File: src/tmon_pkg.sv
package tmon_pkg;
  // Channel count and front-end sample format
  localparam int          NUM_CH       = 5;
  localparam int          RAW_W        = 12;
  localparam int          RAW_FRAC     = 4;
  // Bus slave address (7 bits)
  localparam logic [6:0]  SLAVE_ADDR   = 7'h18;
  // Command byte map
  localparam logic [7:0]  CMD_TEMP     = 8'h00;
  localparam logic [7:0]  CMD_STATUS   = 8'h08;
  localparam logic [7:0]  CMD_CFG      = 8'h09;
  localparam logic [7:0]  CMD_ONESHOT  = 8'h0F;
  localparam logic [7:0]  CMD_THIGH    = 8'h10;
  localparam logic [7:0]  CMD_TLOW     = 8'h18;
  // Field positions
  localparam int          CFG_STOP_BIT = 7;
  localparam int          CFG_AUTO_BIT = 6;
  localparam int          STAT_BUSY    = 7;
  // Reset values
  localparam logic [7:0]  CFG_RST      = 8'h00;
  localparam logic [7:0]  THIGH_RST    = 8'h7F;
  localparam logic [7:0]  TLOW_RST     = 8'hC9;

  // Bus phases, Gray along idle-address-ack-receive-transmit
  typedef enum logic [2:0] {
    PH_IDLE  = 3'h0,
    PH_ADDR  = 3'h1,
    PH_ACK   = 3'h3,
    PH_RX    = 3'h2,
    PH_TX    = 3'h6,
    PH_TXACK = 3'h7
  } tmon_phase_type;
endpackage

File: src/tmon_top.sv
`timescale 1ns/1ps
module tmon_top #(
  parameter logic [6:0] SLAVE_ADDR = tmon_pkg::SLAVE_ADDR,
  parameter int         NUM_CH     = tmon_pkg::NUM_CH,
  parameter int         RAW_W      = tmon_pkg::RAW_W
) (
  input  wire logic             clk_in,
  input  wire logic             rst_n_in,
  input  wire logic             scl_in,
  input  wire logic             sda_in,
  output logic                  sda_out,
  output logic                  sda_oe_out,
  input  wire logic             sleep_request_n_in,
  input  wire logic [RAW_W-1:0] adc_data_in,
  input  wire logic             adc_valid_in,
  output logic                  adc_enable_out,
  output logic [2:0]            adc_channel_out,
  output logic                  busy_out,
  output logic                  alert_out,
  output logic                  alert_oe_out
);
  // All state in one record; bus slave fields first, then the sequencer
  typedef struct packed {
    tmon_pkg::tmon_phase_type  phase;
    logic [3:0]                bits;
    logic [7:0]                sh;
    logic                      rw;
    logic                      idx;
    logic [7:0]                ptr;
    logic                      sda_oe;
    logic                      scl_q;
    logic                      sda_q;
    logic [7:0]                cfg;
    logic [NUM_CH-1:0][7:0]    temp;
    logic [NUM_CH-1:0][7:0]    thi;
    logic [NUM_CH-1:0][7:0]    tlo;
    logic [NUM_CH-1:0][7:0]    stage;
    logic [NUM_CH-1:0]         alarm;
    logic                      busy;
    logic [2:0]                ch;
    logic                      start_req;
    logic                      adc_en;
    logic                      alert_oe;
  } tmon_state_type;

  function automatic tmon_state_type rst_state();
    tmon_state_type s;
    s       = '0;
    s.phase = tmon_pkg::PH_IDLE;
    s.scl_q = 1'b1;
    s.sda_q = 1'b1;
    s.cfg   = tmon_pkg::CFG_RST;
    for (int i = 0; i < NUM_CH; i++) begin
      s.thi[i] = tmon_pkg::THIGH_RST;
      s.tlo[i] = tmon_pkg::TLOW_RST;
    end
    return s;
  endfunction

  // Reset image built once; thresholds start at their power-up limits
  localparam tmon_state_type RST_STATE = rst_state();
  localparam logic [2:0]     LAST_CH   = 3'(NUM_CH - 1);

  // Synchronised pin views and per-channel helpers
  tmon_state_type    q;
  tmon_state_type    d;
  logic [2:0]        pins_s;
  logic              scl_s;
  logic              sda_s;
  logic              sleep_n_s;
  logic [7:0]        new_deg;
  logic [NUM_CH-1:0][7:0] cand;
  logic [NUM_CH-1:0] hit;

  // Bus and sleep pins cross into the clock domain before any logic looks at them
  // Reset value of one stands for an idle bus and an awake part
  tmon_sync #(
    .W (3)
  ) u_sync (
    .clk_in     (clk_in),
    .rst_n_in   (rst_n_in),
    .async_in   ({sleep_request_n_in, sda_in, scl_in}),
    .rst_val_in (3'h7),
    .sync_out   (pins_s)
  );

  assign scl_s     = pins_s[0];
  assign sda_s     = pins_s[1];
  assign sleep_n_s = pins_s[2];

  tmon_round #(
    .RAW_W (RAW_W),
    .FRAC  (tmon_pkg::RAW_FRAC)
  ) u_round (
    .raw_in  (adc_data_in),
    .deg_out (new_deg)
  );

  // Candidate results with the final channel folded in, then limit checks
  // Using the incoming value lets the flags land with the results
  genvar gi;
  generate
    for (gi = 0; gi < NUM_CH; gi++) begin : g_ch
      assign cand[gi] = (3'(gi) == q.ch) ? new_deg : q.stage[gi];
      assign hit[gi]  = ($signed(cand[gi]) >= $signed(q.thi[gi])) ||
                        ($signed(cand[gi]) <= $signed(q.tlo[gi]));
    end
  endgenerate

  // Register read mux; unmapped commands read as zero
  // Pointer survives between transfers, which receive byte relies on
  function automatic logic [7:0] read_reg(tmon_state_type s);
    logic [2:0] off;
    off = s.ptr[2:0];
    if (s.ptr[7:3] == tmon_pkg::CMD_TEMP[7:3] && off <= LAST_CH) begin
      return s.temp[off];
    end else if (s.ptr == tmon_pkg::CMD_STATUS) begin
      return {s.busy, 7'(s.alarm)};
    end else if (s.ptr == tmon_pkg::CMD_CFG) begin
      return s.cfg;
    end else if (s.ptr[7:3] == tmon_pkg::CMD_THIGH[7:3] && off <= LAST_CH) begin
      return s.thi[off];
    end else if (s.ptr[7:3] == tmon_pkg::CMD_TLOW[7:3] && off <= LAST_CH) begin
      return s.tlo[off];
    end else begin
      return 8'h00;
    end
  endfunction

  // Whole block next state: bus slave first, then the conversion sequencer
  always_comb begin
    logic       scl_rise;
    logic       scl_fall;
    logic       start_c;
    logic       stop_c;
    logic       standby;
    logic [7:0] rdata;
    logic [2:0] woff;
    scl_rise = scl_s & ~q.scl_q;
    scl_fall = ~scl_s & q.scl_q;
    start_c  = scl_s & q.scl_q & q.sda_q & ~sda_s;
    stop_c   = scl_s & q.scl_q & ~q.sda_q & sda_s;
    standby  = ~sleep_n_s | q.cfg[tmon_pkg::CFG_STOP_BIT];
    rdata    = read_reg(q);
    woff     = q.ptr[2:0];
    d        = q;
    d.scl_q  = scl_s;
    d.sda_q  = sda_s;

    // Pin edges show up three clocks late; the master must hold each
    // bus clock level for at least two clk_in periods or an edge is lost
    // Bus slave keeps running whatever the standby state
    if (start_c) begin
      d.phase  = tmon_pkg::PH_ADDR;
      d.bits   = 4'h0;
      d.idx    = 1'b0;
      d.sda_oe = 1'b0;
    end else if (stop_c) begin
      d.phase  = tmon_pkg::PH_IDLE;
      d.sda_oe = 1'b0;
    end else begin
      case (q.phase)
        tmon_pkg::PH_ADDR, tmon_pkg::PH_RX: begin
          // Eight rises gather a byte; the following fall decides the ack
          if (scl_rise) begin
            d.sh   = {q.sh[6:0], sda_s};
            d.bits = q.bits + 4'h1;
          end else if (scl_fall && q.bits == 4'h8) begin
            d.bits = 4'h0;
            if (q.phase == tmon_pkg::PH_ADDR) begin
              if (q.sh[7:1] == SLAVE_ADDR) begin
                d.rw     = q.sh[0];
                d.sda_oe = 1'b1;
                d.phase  = tmon_pkg::PH_ACK;
              end else begin
                d.phase = tmon_pkg::PH_IDLE;
              end
            end else begin
              d.sda_oe = 1'b1;
              d.phase  = tmon_pkg::PH_ACK;
              if (!q.idx) begin
                // Command byte selects the register for later reads
                d.ptr = q.sh;
                d.idx = 1'b1;
                if (q.sh == tmon_pkg::CMD_ONESHOT) begin
                  d.start_req = 1'b1;
                end
              end else if (q.ptr == tmon_pkg::CMD_CFG) begin
                d.cfg = q.sh;
              end else if (q.ptr[7:3] == tmon_pkg::CMD_THIGH[7:3] && woff <= LAST_CH) begin
                d.thi[woff] = q.sh;
              end else if (q.ptr[7:3] == tmon_pkg::CMD_TLOW[7:3] && woff <= LAST_CH) begin
                d.tlo[woff] = q.sh;
              end
            end
          end
        end
        tmon_pkg::PH_ACK: begin
          // Ack slot ends on this fall; reads load their byte right away
          if (scl_fall) begin
            d.bits = 4'h0;
            if (q.rw) begin
              // Read byte and receive byte both return the selected register
              d.sh     = rdata;
              d.sda_oe = ~rdata[7];
              d.phase  = tmon_pkg::PH_TX;
              if (q.ptr == tmon_pkg::CMD_STATUS) begin
                d.alarm = '0;
              end
            end else begin
              d.sda_oe = 1'b0;
              d.phase  = tmon_pkg::PH_RX;
            end
          end
        end
        tmon_pkg::PH_TX: begin
          // Each bit changes on a fall so it is steady before the next rise
          if (scl_fall) begin
            if (q.bits == 4'h7) begin
              d.sda_oe = 1'b0;
              d.phase  = tmon_pkg::PH_TXACK;
            end else begin
              d.sh     = {q.sh[6:0], 1'b0};
              d.sda_oe = ~q.sh[6];
              d.bits   = q.bits + 4'h1;
            end
          end
        end
        tmon_pkg::PH_TXACK: begin
          // Master ack asks for another byte; nack ends the read
          if (scl_rise) begin
            d.phase = sda_s ? tmon_pkg::PH_IDLE : tmon_pkg::PH_ACK;
          end
        end
        default: begin
          d.phase = tmon_pkg::PH_IDLE;
        end
      endcase
    end

    // Sequencer; staging keeps half-done sweeps away from the results
    // Standby is tested first so a queued start cannot slip past it
    if (standby) begin
      d.busy      = 1'b0;
      d.ch        = 3'h0;
      d.start_req = 1'b0;
    end else if (!q.busy) begin
      if (q.start_req || q.cfg[tmon_pkg::CFG_AUTO_BIT]) begin
        d.busy      = 1'b1;
        d.ch        = 3'h0;
        d.start_req = 1'b0;
      end
    end else if (adc_valid_in) begin
      d.stage[q.ch] = new_deg;
      if (q.ch == LAST_CH) begin
        d.busy  = 1'b0;
        d.temp  = cand;
        d.alarm = d.alarm | hit;
      end else begin
        d.ch = q.ch + 3'h1;
      end
    end
    // Enable follows busy but drops the moment standby arrives
    d.adc_en   = d.busy & ~standby;
    d.alert_oe = |d.alarm;
  end

  // Single register stage for the whole record
  always_ff @(posedge clk_in or negedge rst_n_in) begin
    if (!rst_n_in) begin
      q <= RST_STATE;
    end else begin
      q <= d;
    end
  end

  // Open-drain pins only ever pull low
  // Outputs are bare flop fields, so nothing combinational reaches a pin
  assign sda_out         = 1'b0;
  assign alert_out       = 1'b0;
  assign sda_oe_out      = q.sda_oe;
  assign adc_enable_out  = q.adc_en;
  assign adc_channel_out = q.ch;
  assign busy_out        = q.busy;
  assign alert_oe_out    = q.alert_oe;
endmodule

File: src/tmon_sync.sv
`timescale 1ns/1ps
// Two-flop synchroniser, one lane per bit
module tmon_sync #(
  parameter int W = 1
) (
  input  wire logic         clk_in,
  input  wire logic         rst_n_in,
  input  wire logic [W-1:0] async_in,
  input  wire logic [W-1:0] rst_val_in,
  output logic      [W-1:0] sync_out
);
  logic [W-1:0] meta_q;

  genvar i;
  generate
    for (i = 0; i < W; i++) begin : g_lane
      // First stage feeds only the second
      always_ff @(posedge clk_in or negedge rst_n_in) begin
        if (!rst_n_in) begin
          meta_q[i]   <= 1'b1;
          sync_out[i] <= 1'b1;
        end else begin
          meta_q[i]   <= async_in[i];
          sync_out[i] <= meta_q[i];
        end
      end
    end
  endgenerate
endmodule

File: src/tmon_round.sv
`timescale 1ns/1ps
// Fixed-point reading to whole degrees, round to nearest, saturated
module tmon_round #(
  parameter int RAW_W = tmon_pkg::RAW_W,
  parameter int FRAC  = tmon_pkg::RAW_FRAC
) (
  input  wire logic signed [RAW_W-1:0] raw_in,
  output logic             [7:0]       deg_out
);
  logic signed [RAW_W:0] sum;
  logic signed [RAW_W:0] whole;
  localparam logic signed [RAW_W:0] HALF = (RAW_W+1)'(1) <<< (FRAC-1);
  localparam logic signed [RAW_W:0] MAXV = (RAW_W+1)'(127);
  localparam logic signed [RAW_W:0] MINV = -(RAW_W+1)'(128);

  // Half degree added before truncation; extra bit keeps the sum from wrapping
  always_comb begin
    sum   = {raw_in[RAW_W-1], raw_in} + HALF;
    whole = sum >>> FRAC;
    if (whole > MAXV) begin
      deg_out = 8'h7F;
    end else if (whole < MINV) begin
      deg_out = 8'h80;
    end else begin
      deg_out = whole[7:0];
    end
  end
endmodule

File: config.mk
export PLATFORM = sky130hd
export DESIGN_NAME = tmon_top
export DESIGN_NICKNAME = d
export VERILOG_FILES = /design/src/tmon_pkg.sv /design/src/tmon_top.sv /design/src/tmon_sync.sv /design/src/tmon_round.sv
export SDC_FILE = /design/constraint.sdc
export NUM_CORES = 1
export LEC_CHECK = 0
export ABC_CLOCK_PERIOD_IN_PS = 4030
export BUFFER_PORTS_ARGS = -buffer_cell sky130_fd_sc_hd__clkbuf_2
export CORE_AREA = 2 2 141 143
export CTS_BUF_LIST = sky130_fd_sc_hd__clkbuf_8
export DETAILED_ROUTE_END_ITERATION = 10
export DIE_AREA = 0 0 143 145
export PLACE_DENSITY = 0.84
export SLEW_MARGIN = 15
export SYNTH_ARGS = -nofsm -noshare
export SYNTH_HDL_FRONTEND = slang
export SYNTH_SLANG_ARGS = --single-unit
export TNS_END_PERCENT = 10
File: constraint.sdc
create_clock -name clk_in -period 4.03 [get_ports clk_in]
set_clock_uncertainty 0.1 [all_clocks]
set_input_delay 0.403 -clock clk_in [delete_from_list [all_inputs] [get_ports clk_in]]
set_output_delay 0.403 -clock clk_in [all_outputs]
set_load 0.005 [all_outputs]
==> results of run 1 <==
## flip-flops by register name, summed over array words and instances, names as in the netlist
signal,flops
u_sync.meta_q,3
adc_enable_out,1
adc_channel_out,3
u_sync.sync_out,3
alert_oe_out,1
sda_oe_out,1
q,201
## report_power, final
group          switching [mW]  total, mW  internal [mW]
Clock                   0.901       2.15           1.25
Combinational           0.138      0.217         0.0783
Sequential              0.106       2.27           2.17
## what timing repair did
action,CTS,global route
endpoints found under the hold margin,70,0
setup endpoints to repair,0,0
setup buffers,0,0
hold buffers,4,0
## layout make-up
class	count	area, µm²
Timing Repair Buffer	66	474
Clock inverter	24	199
Inverter	89	334
Tap cell	265	332
Sequential cell	213	5410
Clock buffer	44	606
Fill cell	1401	5440
Multi-Input combinational cell	978	6410
## placed cells by master, fill, tap and decap left out, types with 5 or more instances in the layout
cell type and n:
o2111ai_1 6, nand4_1 10, o22ai_1 13, o21ai_1 20, a31oi_1 11, buf_4 40
clkbuf_2 20, mux2i_1 22, o211ai_1 11, a22oi_1 5, and3_1 5, ha_1 88
nor2b_1 17, o31ai_1 6, mux4_2 12, nand3_1 31, clkbuf_8 45, o21ai_0 151
nand2b_1 12, nor2_1 80, a211oi_1 11, nand2_1 243, nor3_1 10, or3_1 6
a21o_1 10, o21a_1 8, mux2_2 73, a21oi_1 51, inv_1 107, dfstp_2 63
dfrtp_1 148
## worst min path at each step
stage | start | end | slack (ps) | cells past startpoint
floorplan | rst_n_in | adc_channel_out[0] | 7 | 0
global placement | u_sync.meta_q[2] | u_sync.sync_out[2] | 250 | 0
detailed placement | u_sync.meta_q[1] | u_sync.sync_out[1] | 250 | 0
CTS | adc_valid_in | adc_enable_out | 140 | 4
global route | adc_valid_in | adc_enable_out | 170 | 4
finish | adc_valid_in | adc_enable_out | 150 | 4
## worst register-to-register path, cell delays in order, from the launching register on
cell and delay (ps):
dfrtp_1 450, inv_1 170, ha_1 220, nand2_1 400, o21ai_0 610, ha_1 330, o311ai_0 310, o22ai_1 150
a221o_1 330, nor3_1 150, or3b_1 380
## cells in the mapped netlist (17+ instances only)
cell      number
a21oi_1       51
clkbuf_1      66
dfrtp_1      150
dfstp_2       63
ha_1          88
inv_1         88
mux2_2        73
mux2i_1       22
nand2_1      243
nand3_1       31
nor2_1        81
nor2b_1       17
o21ai_0      151
o21ai_1       20
## cells by family after synthesis
kind of cell             Yosys count
adder cells (fa/ha/maj)           88
flip-flops                       213
AO/OA/AOI/OAI                    336
XOR/XNOR                           5
other                              1
AND/OR/NAND/NOR                  440
buffers and inverters            170
multiplexers                     107
## per-layer routing
metal	vias up	routed length, µm	track usage [%]
met1	5066	14200	48.8
met4	0	2150	17.8
met5	-	0	0
met2	583	16500	54.4
li1	4814	-	-
met3	152	3450	7.85
## stage by stage
| step | hold WS [ps] | worst slack [ps] | util [%] | cells |
|---|---|---|---|---|
| 6_report | 153 | 263 | 71.7 | 1679 |
| 5_1_grt | 171 | 2.22 | 71.7 | 1679 |
| 4_1_cts | 136 | 276 | 71.7 | 1679 |
| 3_5_place_dp | 249 | -62.8 | 67.3 | 1607 |
| 3_3_place_gp | 246 | 149 | 67.3 | 1607 |
| 2_1_floorplan | 7.41 | 359 | - | 1361 |
==> results.toml, run 1 <==
[sta]
setup_viol = 0
worstMarginPinSlew_ps = 986
period_needed_ps = 3770
rsz0062_at_grt = "no"
drv_slew = 0
hold_viol_final = 0
fmax_mhz = 265
slew_headroom_pct = 34.2
fin_setup_tns_ps = 0
fin_crit_sh_pct = 93.5

[yosys]
yosys.area.top_type = "dfrtp_1"
ys_types = 73
synth_edf_count = 0
syn_area_per_cell_um2 = 9.17
synth-seq-cells = 213
synth-compound-area-share_pct = 16.0
synth-simple-area-share_pct = 15.6
muxShareOfSynthArea_pct = 10.5
synthCells = 1360
synthAdderAreaFrac_pct = 8.83
synthesis.area_um2 = 12500
yosys.area_share.xor_xnor_pct = 0.351
postSynth.asyncResetShare_pct = 100
synth.area.top_cells = "dfrtp_1 (30%), dfstp_2 (13%), ha_1 (8.8%), nand2_1 (7.3%), mux2_2 (6.6%)"
synth_warnings = 0
synth_top_family_by_area = "compound AO/OA/AOI/OAI gates"
netlist.area_leader.share_pct = 30.1
yosysSeqAreaShare_pct = 43.4
dominantRegCellSynth = "dfrtp_1"

[worst_setup_path]
max_stage_delay_ps = 610
r2r_cells = 10
endpoint = "alert_oe_out"
crit_start = "adc_channel_out[0]"
cp_top_family = "compound AO/OA/AOI/OAI gates"
r2r_setup_slack_ps = 260
worstPathCellList = "inv_1 -> ha_1 -> nand2_1 -> o21ai_0 -> ha_1 -> o311ai_0 -> o22ai_1 -> a221o_1 -> nor3_1 -> or3b_1"
required_ps = 4320
slowest_stage = "o21ai_0"
end_kind = "flip-flop"
worst-path-stages = 10
start_kind = "flip-flop"
worst_path_most_repeated_cell = "ha_1"
path_class = "flip-flop to flip-flop"
worstReg2RegEnd = "alert_oe_out"
reg2reg_from = "adc_channel_out[0]"
critPathMaxFanout = 16
arrival_ps = 4050
critPathBufInv = 1

[global_route]
antenna_found_initial = 0
grt_pass1_vias = 10254
track_usage_pct = 35.9
grt_max_degree = 98
grt_pass1_wl_um = 56700
grt-ovfl-total = 0

[floorplan]
die_x_um = 143
dieArea_um2 = 20700
start_util_pct = 64.9
core_um2 = 19200
die_h_um = 145
ios = 27
rows = 51

[finish]
drive_gt1_share_pct = 19.2
n_antenna_cell = 0
design_area_um2 = 13800
nNetsFinal = 1492
area_growth_pct = 10.4

[clocking]
cts_max_path_buffers = 3
root_buffer = "clkbuf_8"
ctsResizeCount = 0
cts_buffers = 38
cts_tree = "done"
clkLatencyLatePin_ps = 560
h-tree-depth = 2
clock_sinks = 213
clk_pin_slew_worst_paths_ps = 60

[worst_hold_path]
hold_class = "input port to flip-flop"

[place]
place_area_um2 = 12900
numPortBuffers = 21
dp_hpwl_um = 26100
globalplace.congestion = 1.01

[drt]
via_count = 10615
ant_nets = 0
routed_via_density = 6.32
drt_first_iter_violations = 970
wl_um = 36300
wl_per_cell_um = 21.6
drc_errors = 0
dr.pass1.iters = 6

[outcome]
status = "finished clean"

[pwr]
peakVddDrop_mv = 0.276
p_per_area_nw_per_um2 = 337
leakagePower_nw = 6.05
finalPower_mw = 4.64

[flow_run]
drv_cap = 0
Note: power is estimated with default switching activity, not from simulation.
==> inputs of run 2 (changes only) <==
Settings changed: CORE_AREA 2 2 141 143 to 2 2 142 144, DIE_AREA 0 0 143 145 to 0 0 144 146, PLACE_DENSITY 0.84 to 0.85, SYNTH_HIERARCHICAL from default to 1.
==> run 2 against run 1 <==
Net effect:
- first-iteration DRC count fell by 4.7%
- synthesized cell count shrank 13%
- sequential power grew 5%
- die area up 1.4%
- total power is 3.0% higher
- wire length fell by 4.0%
- maximum frequency decreased by 1.6%
- register-to-register slack got worse by 60 ps
- flip-flop and latch count did not move
- highest routed layer unchanged
==> results.toml, run 2 <==
[outcome]
status = "finished clean"

[worst_setup_path]
critPathBufInv = 1
start_kind = "flip-flop"
end_kind = "flip-flop"
worstPathCellList = "inv_1 -> ha_1 -> nand2_1 -> mux2_2 -> ha_1 -> or4b_2 -> a21oi_1 -> o21ai_0 -> a32oi_1 -> o21ai_0 -> or4b_1"
slowest_stage = "or4b_2"
max_stage_delay_ps = 590
arrival_ps = 4140
cp_top_family = "simple AND/OR/NAND/NOR gates"
required_ps = 4340
critPathMaxFanout = 7
path_class = "flip-flop to flip-flop"

[global_route]
antenna_found_initial = 0
grt-ovfl-total = 0
top_usage_layer = "met2"
grt_pass1_wl_um = 54000
gr-usage-met2_pct = 52.7
use_met1_pct = 45.9
use_met3_pct = 6.71
grt_pass1_vias = 9661
track_usage_pct = 33.6
grt_max_degree = 98

[worst_hold_path]
hold_class = "input port to flip-flop"

[drt]
wl_um = 34900
ant_nets = 0
dr.pass1.iters = 5
via_count = 9684
routed_via_density = 6.44
drt_first_iter_violations = 924
wl_per_cell_um = 23.2
drc_errors = 0

[clocking]
cts_max_path_buffers = 3
root_buffer = "clkbuf_8"
clock_sinks = 213
ctsResizeCount = 0
post_cts_buffers = 0
cts_tree = "done"
h-tree-depth = 2
cts_buffers = 37
clkLatencyLatePin_ps = 550
clk_pin_slew_worst_paths_ps = 60

[sta]
fmax_mhz = 261
fin_crit_sh_pct = 95.0
fin_setup_tns_ps = 0
setup_viol = 0
worstMarginPinSlew_ps = 877
hold_viol_final = 0
rsz0062_at_grt = "no"
period_needed_ps = 3830
slew_headroom_pct = 41.0
drv_slew = 0
fin_hold_ws_ps = 143

[finish]
design_area_um2 = 14000
final_common_cell = "mux2_2"
top_register = "q"
seq_area_um2 = 5410
drive_gt1_share_pct = 30.9
n_antenna_cell = 0
nNetsFinal = 1316
final_cell_mix = "mux2_2 (178), dfrtp_1 (149), inv_1 (99)"
fillers = 1343
area_growth_pct = 9.90
largest_register_ffs = 201
multi_input_area_um2 = 6710

[floorplan]
die_h_um = 146
core_um2 = 19300
die_x_um = 144
ios = 27
rows = 51
dieArea_um2 = 21000
start_util_pct = 65.7

[pwr]
finalPower_mw = 4.78
p_int_mw = 3.46
peakVddDrop_mv = 0.275
p_clk_share_pct = 44.1
netSwitchingFraction_pct = 27.6
switchingPower_mw = 1.32
pwr-share-comb_pct = 6.0
seqPwrFrac_pct = 49.9
leakagePower_nw = 6.24
p_per_area_nw_per_um2 = 343

[place]
dp_hpwl_um = 24800
place_area_um2 = 13100
globalplace.congestion = 0.993
numPortBuffers = 21

[flow_run]
drv_cap = 0

[yosys]
synthesis.area_um2 = 12700
synth_warnings = 6
syn_area_per_cell_um2 = 10.8
synthCells = 1177
run 2: final timing paths:
kind / start / to / slack [ps] / depth (start not counted)
max in group asynchronous: rst_n_in / q[83] / 2510 / 3
setup / recovery: adc_channel_out[1] / alert_oe_out / 200 / 11
setup reg to reg: adc_channel_out[1] / alert_oe_out / 200 / 11
hold / removal: adc_valid_in / adc_enable_out / 140 / 4
hold reg to reg: u_sync/meta_q[1] / u_sync/sync_out[1] / 250 / 0
min in group asynchronous: rst_n_in / q[178] / 330 / 2
run 2: per-layer routing:
metal | vias up | share of wire (%)
met3 | 89 | 7.6
met2 | 435 | 47
li1 | 4322 | -
met1 | 4838 | 41
met4 | 0 | 3.6
met5 | - | 0
run 2: power by group through the flow:
stage                     Combinational, mW  Sequential (mW)  Clock (mW)
after floorplan                       0.206             2.26           0
after global routing                  0.316             2.39        2.24
final                                 0.289             2.39        2.11
after detailed placement              0.277             2.41           0
after CTS                             0.282             2.37        2.12
after global placement                0.268             2.40           0
run 2: final cells by class:
type                       instances  share of cell area (%)
multi-input combinational        818                    48.1
inverter                          88                    2.37
tap                              265                    2.38
sequential                       213                    38.8
clock buffer                      47                    4.64
clock inverter                    21                    1.07
timing repair buffer              52                    2.73
run 2: worst reg2reg max path, stage by stage, from the launching register on:
cell and delay [ps]:
dfrtp_1 470, inv_1 150, ha_1 210, nand2_1 230, mux2_2 430, ha_1 320, or4b_2 590, a21oi_1 160
o21ai_0 130, a32oi_1 190, o21ai_0 180, or4b_1 540
run 2: stage by stage:
step,cells,setup WS (ps),utilization (%)
CTS,1504,252,72.2
finish,1504,200,72.2
global route,1504,63.8,72.2
floorplan,1178,401,-
global placement,1432,145,67.9
detailed placement,1432,37.9,67.9
run 2: timing repair:
item / CTS / global route
endpoints found under the hold margin: 54 / 0
setup endpoints to repair: 0 / 0
hold buffers: 4 / 0
==> inputs of run 3 (changes only) <==
--- a/config.mk
+++ b/config.mk
@@ -12,4 +12,5 @@
 export DETAILED_ROUTE_END_ITERATION = 10
 export DIE_AREA = 0 0 144 146
+export MAX_ROUTING_LAYER = met4
 export PLACE_DENSITY = 0.85
 export SLEW_MARGIN = 15
==> constraint.sdc (replaced) <==
create_clock -name clk_in -period 4.03 [get_ports clk_in]
set_clock_uncertainty 0.1 [all_clocks]
set_input_delay 0.806 -clock clk_in [delete_from_list [all_inputs] [get_ports clk_in]]
set_output_delay 0.806 -clock clk_in [all_outputs]
set_load 0.005 [all_outputs]
==> run 3 against run 2 <==
Net effect:
- first-iteration DRC count up 3.8%
- cell area up 1.1%
- critical path depth up 3
- wire length up 0.45%
- clock power down 9%
- largest power group unchanged
==> results.toml, run 3 (same netlist as run 2, synthesis figures left out) <==
[drt]
dr.pass1.iters = 5
routed_via_density = 6.43
drt_first_iter_violations = 959
via_count = 9845
drc_errors = 0
ant_nets = 0
wl_per_cell_um = 22.9
wl_um = 35100

[worst_setup_path]
arrival_ps = 4210
start_kind = "input port"
max_stage_delay_ps = 450
crit_start = "adc_data_in[3]"
path_class = "input port to flip-flop"
end_kind = "flip-flop"
slowest_stage = "a21oi_1"
required_ps = 4350
critPathMaxFanout = 7
reg2reg_from = "adc_channel_out[1]"
worst_path_most_repeated_cell = "buf_4"
worstPathCellList = "clkbuf_2 -> ha_1 -> and3_1 -> buf_4 -> buf_4 -> a21oi_1 -> buf_4 -> mux2_2 -> ha_1 -> a2111oi_0 -> a21oi_1 -> a211o_1 -> nor2_1 -> or4b_1"

[clocking]
h-tree-depth = 2
post_cts_buffers = 0
cts_max_path_buffers = 3
holdBufCountCts = 0
cts_tree = "done"
cts_buffers = 39
ctsResizeCount = 0
clk_pin_slew_worst_paths_ps = 60
clock_sinks = 213
clkLatencyLatePin_ps = 550
root_buffer = "clkbuf_8"

[finish]
drive_gt1_share_pct = 32.9
top_register = "q"
final_cell_mix = "mux2_2 (178), dfrtp_1 (149), inv_1 (98)"
final_common_cell = "mux2_2"
largest_register_ffs = 201
fillers = 1340
n_antenna_cell = 0
nNetsFinal = 1347
multi_input_area_um2 = 6710
final_util_pct = 73.0
seq_area_um2 = 5410
area_growth_pct = 11.2

[global_route]
grt_max_degree = 93
top_usage_layer = "met2"
use_met3_pct = 7.31
use_met1_pct = 46.6
grt_pass1_wl_um = 55100
grt-ovfl-total = 0
gr-usage-met2_pct = 53.5
antenna_found_initial = 0
grt_pass1_vias = 9990
track_usage_pct = 35.5

[sta]
fin_crit_sh_pct = 96.5
fmax_mhz = 257
worstMarginPinSlew_ps = 884
setup_viol = 0
period_needed_ps = 3890
fin_setup_tns_ps = 0
drv_slew = 0
rsz0062_at_grt = "no"
hold_viol_final = 0
slew_headroom_pct = 40.6

[pwr]
p_int_mw = 3.30
pwr-share-comb_pct = 6.8
peakVddDrop_mv = 0.214
p_clk_share_pct = 41.8
leakagePower_nw = 6.36
switchingPower_mw = 1.32
netSwitchingFraction_pct = 28.6
p_per_area_nw_per_um2 = 327
seqPwrFrac_pct = 51.4

[floorplan]
start_util_pct = 65.7
ios = 27
rows = 51
die_x_um = 144
core_um2 = 19300
die_h_um = 146
dieArea_um2 = 21000

[flow_run]
drv_cap = 0

[outcome]
status = "finished clean"

[worst_hold_path]
hold_class = "input port to asynchronous set/reset pin"

[place]
numPortBuffers = 21
dp_hpwl_um = 25800
globalplace.congestion = 1.02
-- run 3: changes by cell type in the layout (fill, tap and decap cells not counted), moves of 2 or more --
| cell | before | now |
|---|---|---|
| buf_12 | 2 | 4 |
| buf_4 | 25 | 56 |
| bufinv_16 | 2 | 0 |
| clkbuf_8 | 48 | 45 |
| clkinv_2 | 3 | 7 |
| clkinvlp_4 | 1 | 3 |
| dlygate4sd3_1 | 4 | 0 |
-- run 3: critical path, delay by kind of cell --
kind | cells | cell delay [ps]
fa+ha+maj | 2 | 460
mux | 1 | 220
compound gates | 4 | 1220
simple gates | 3 | 840
buf+inv | 4 | 670
-- run 3: final timing paths --
| path | end | slack (ps) | depth (start not counted) |
|---|---|---|---|
| max | alert_oe_out | 140 | 14 |
| min | q[167] | 240 | 1 |
| max reg2reg | alert_oe_out | 200 | 11 |
| min reg2reg | u_sync/sync_out[1] | 260 | 0 |
| max in group asynchronous | q[113] | 2670 | 2 |
| min in group clk_in | u_sync/meta_q[0] | 250 | 1 |
-- run 3: final cells by class --
class | instances | share of cell area [%]
multi-input combinational | 818 | 47.5
sequential | 213 | 38.3
timing repair buffer | 81 | 4.35
clock buffer | 44 | 4.29
tap | 265 | 2.35
inverter | 88 | 2.34
clock inverter | 23 | 0.789
-- run 3: power groups by stage --
stage	Sequential (mW)	Clock (mW)	Combinational (mW)
floorplan	2.26	0	0.206
global placement	2.39	0	0.297
detailed placement	2.39	0	0.311
CTS	2.36	1.95	0.312
global route	2.37	2.05	0.351
finish	2.37	1.93	0.316
-- run 3: per-layer routing --
layer	part of all wire, %	wire [µm]
met1	39	13700
met2	46	16300
met3	9.6	3360
met4	4.9	1730
met5	0	0
-- run 3: stage by stage --
step	worst slack (ps)	power (mW)	std cells	cell area (µm²)	hold slack [ps]
floorplan	19.7	2.47	1178	12700	245
global placement	-261	2.68	1465	13400	246
detailed placement	-473	2.70	1465	13400	248
CTS	75.3	4.62	1532	14100	238
global route	31.0	4.77	1532	14100	242
finish	143	4.61	1532	14100	240
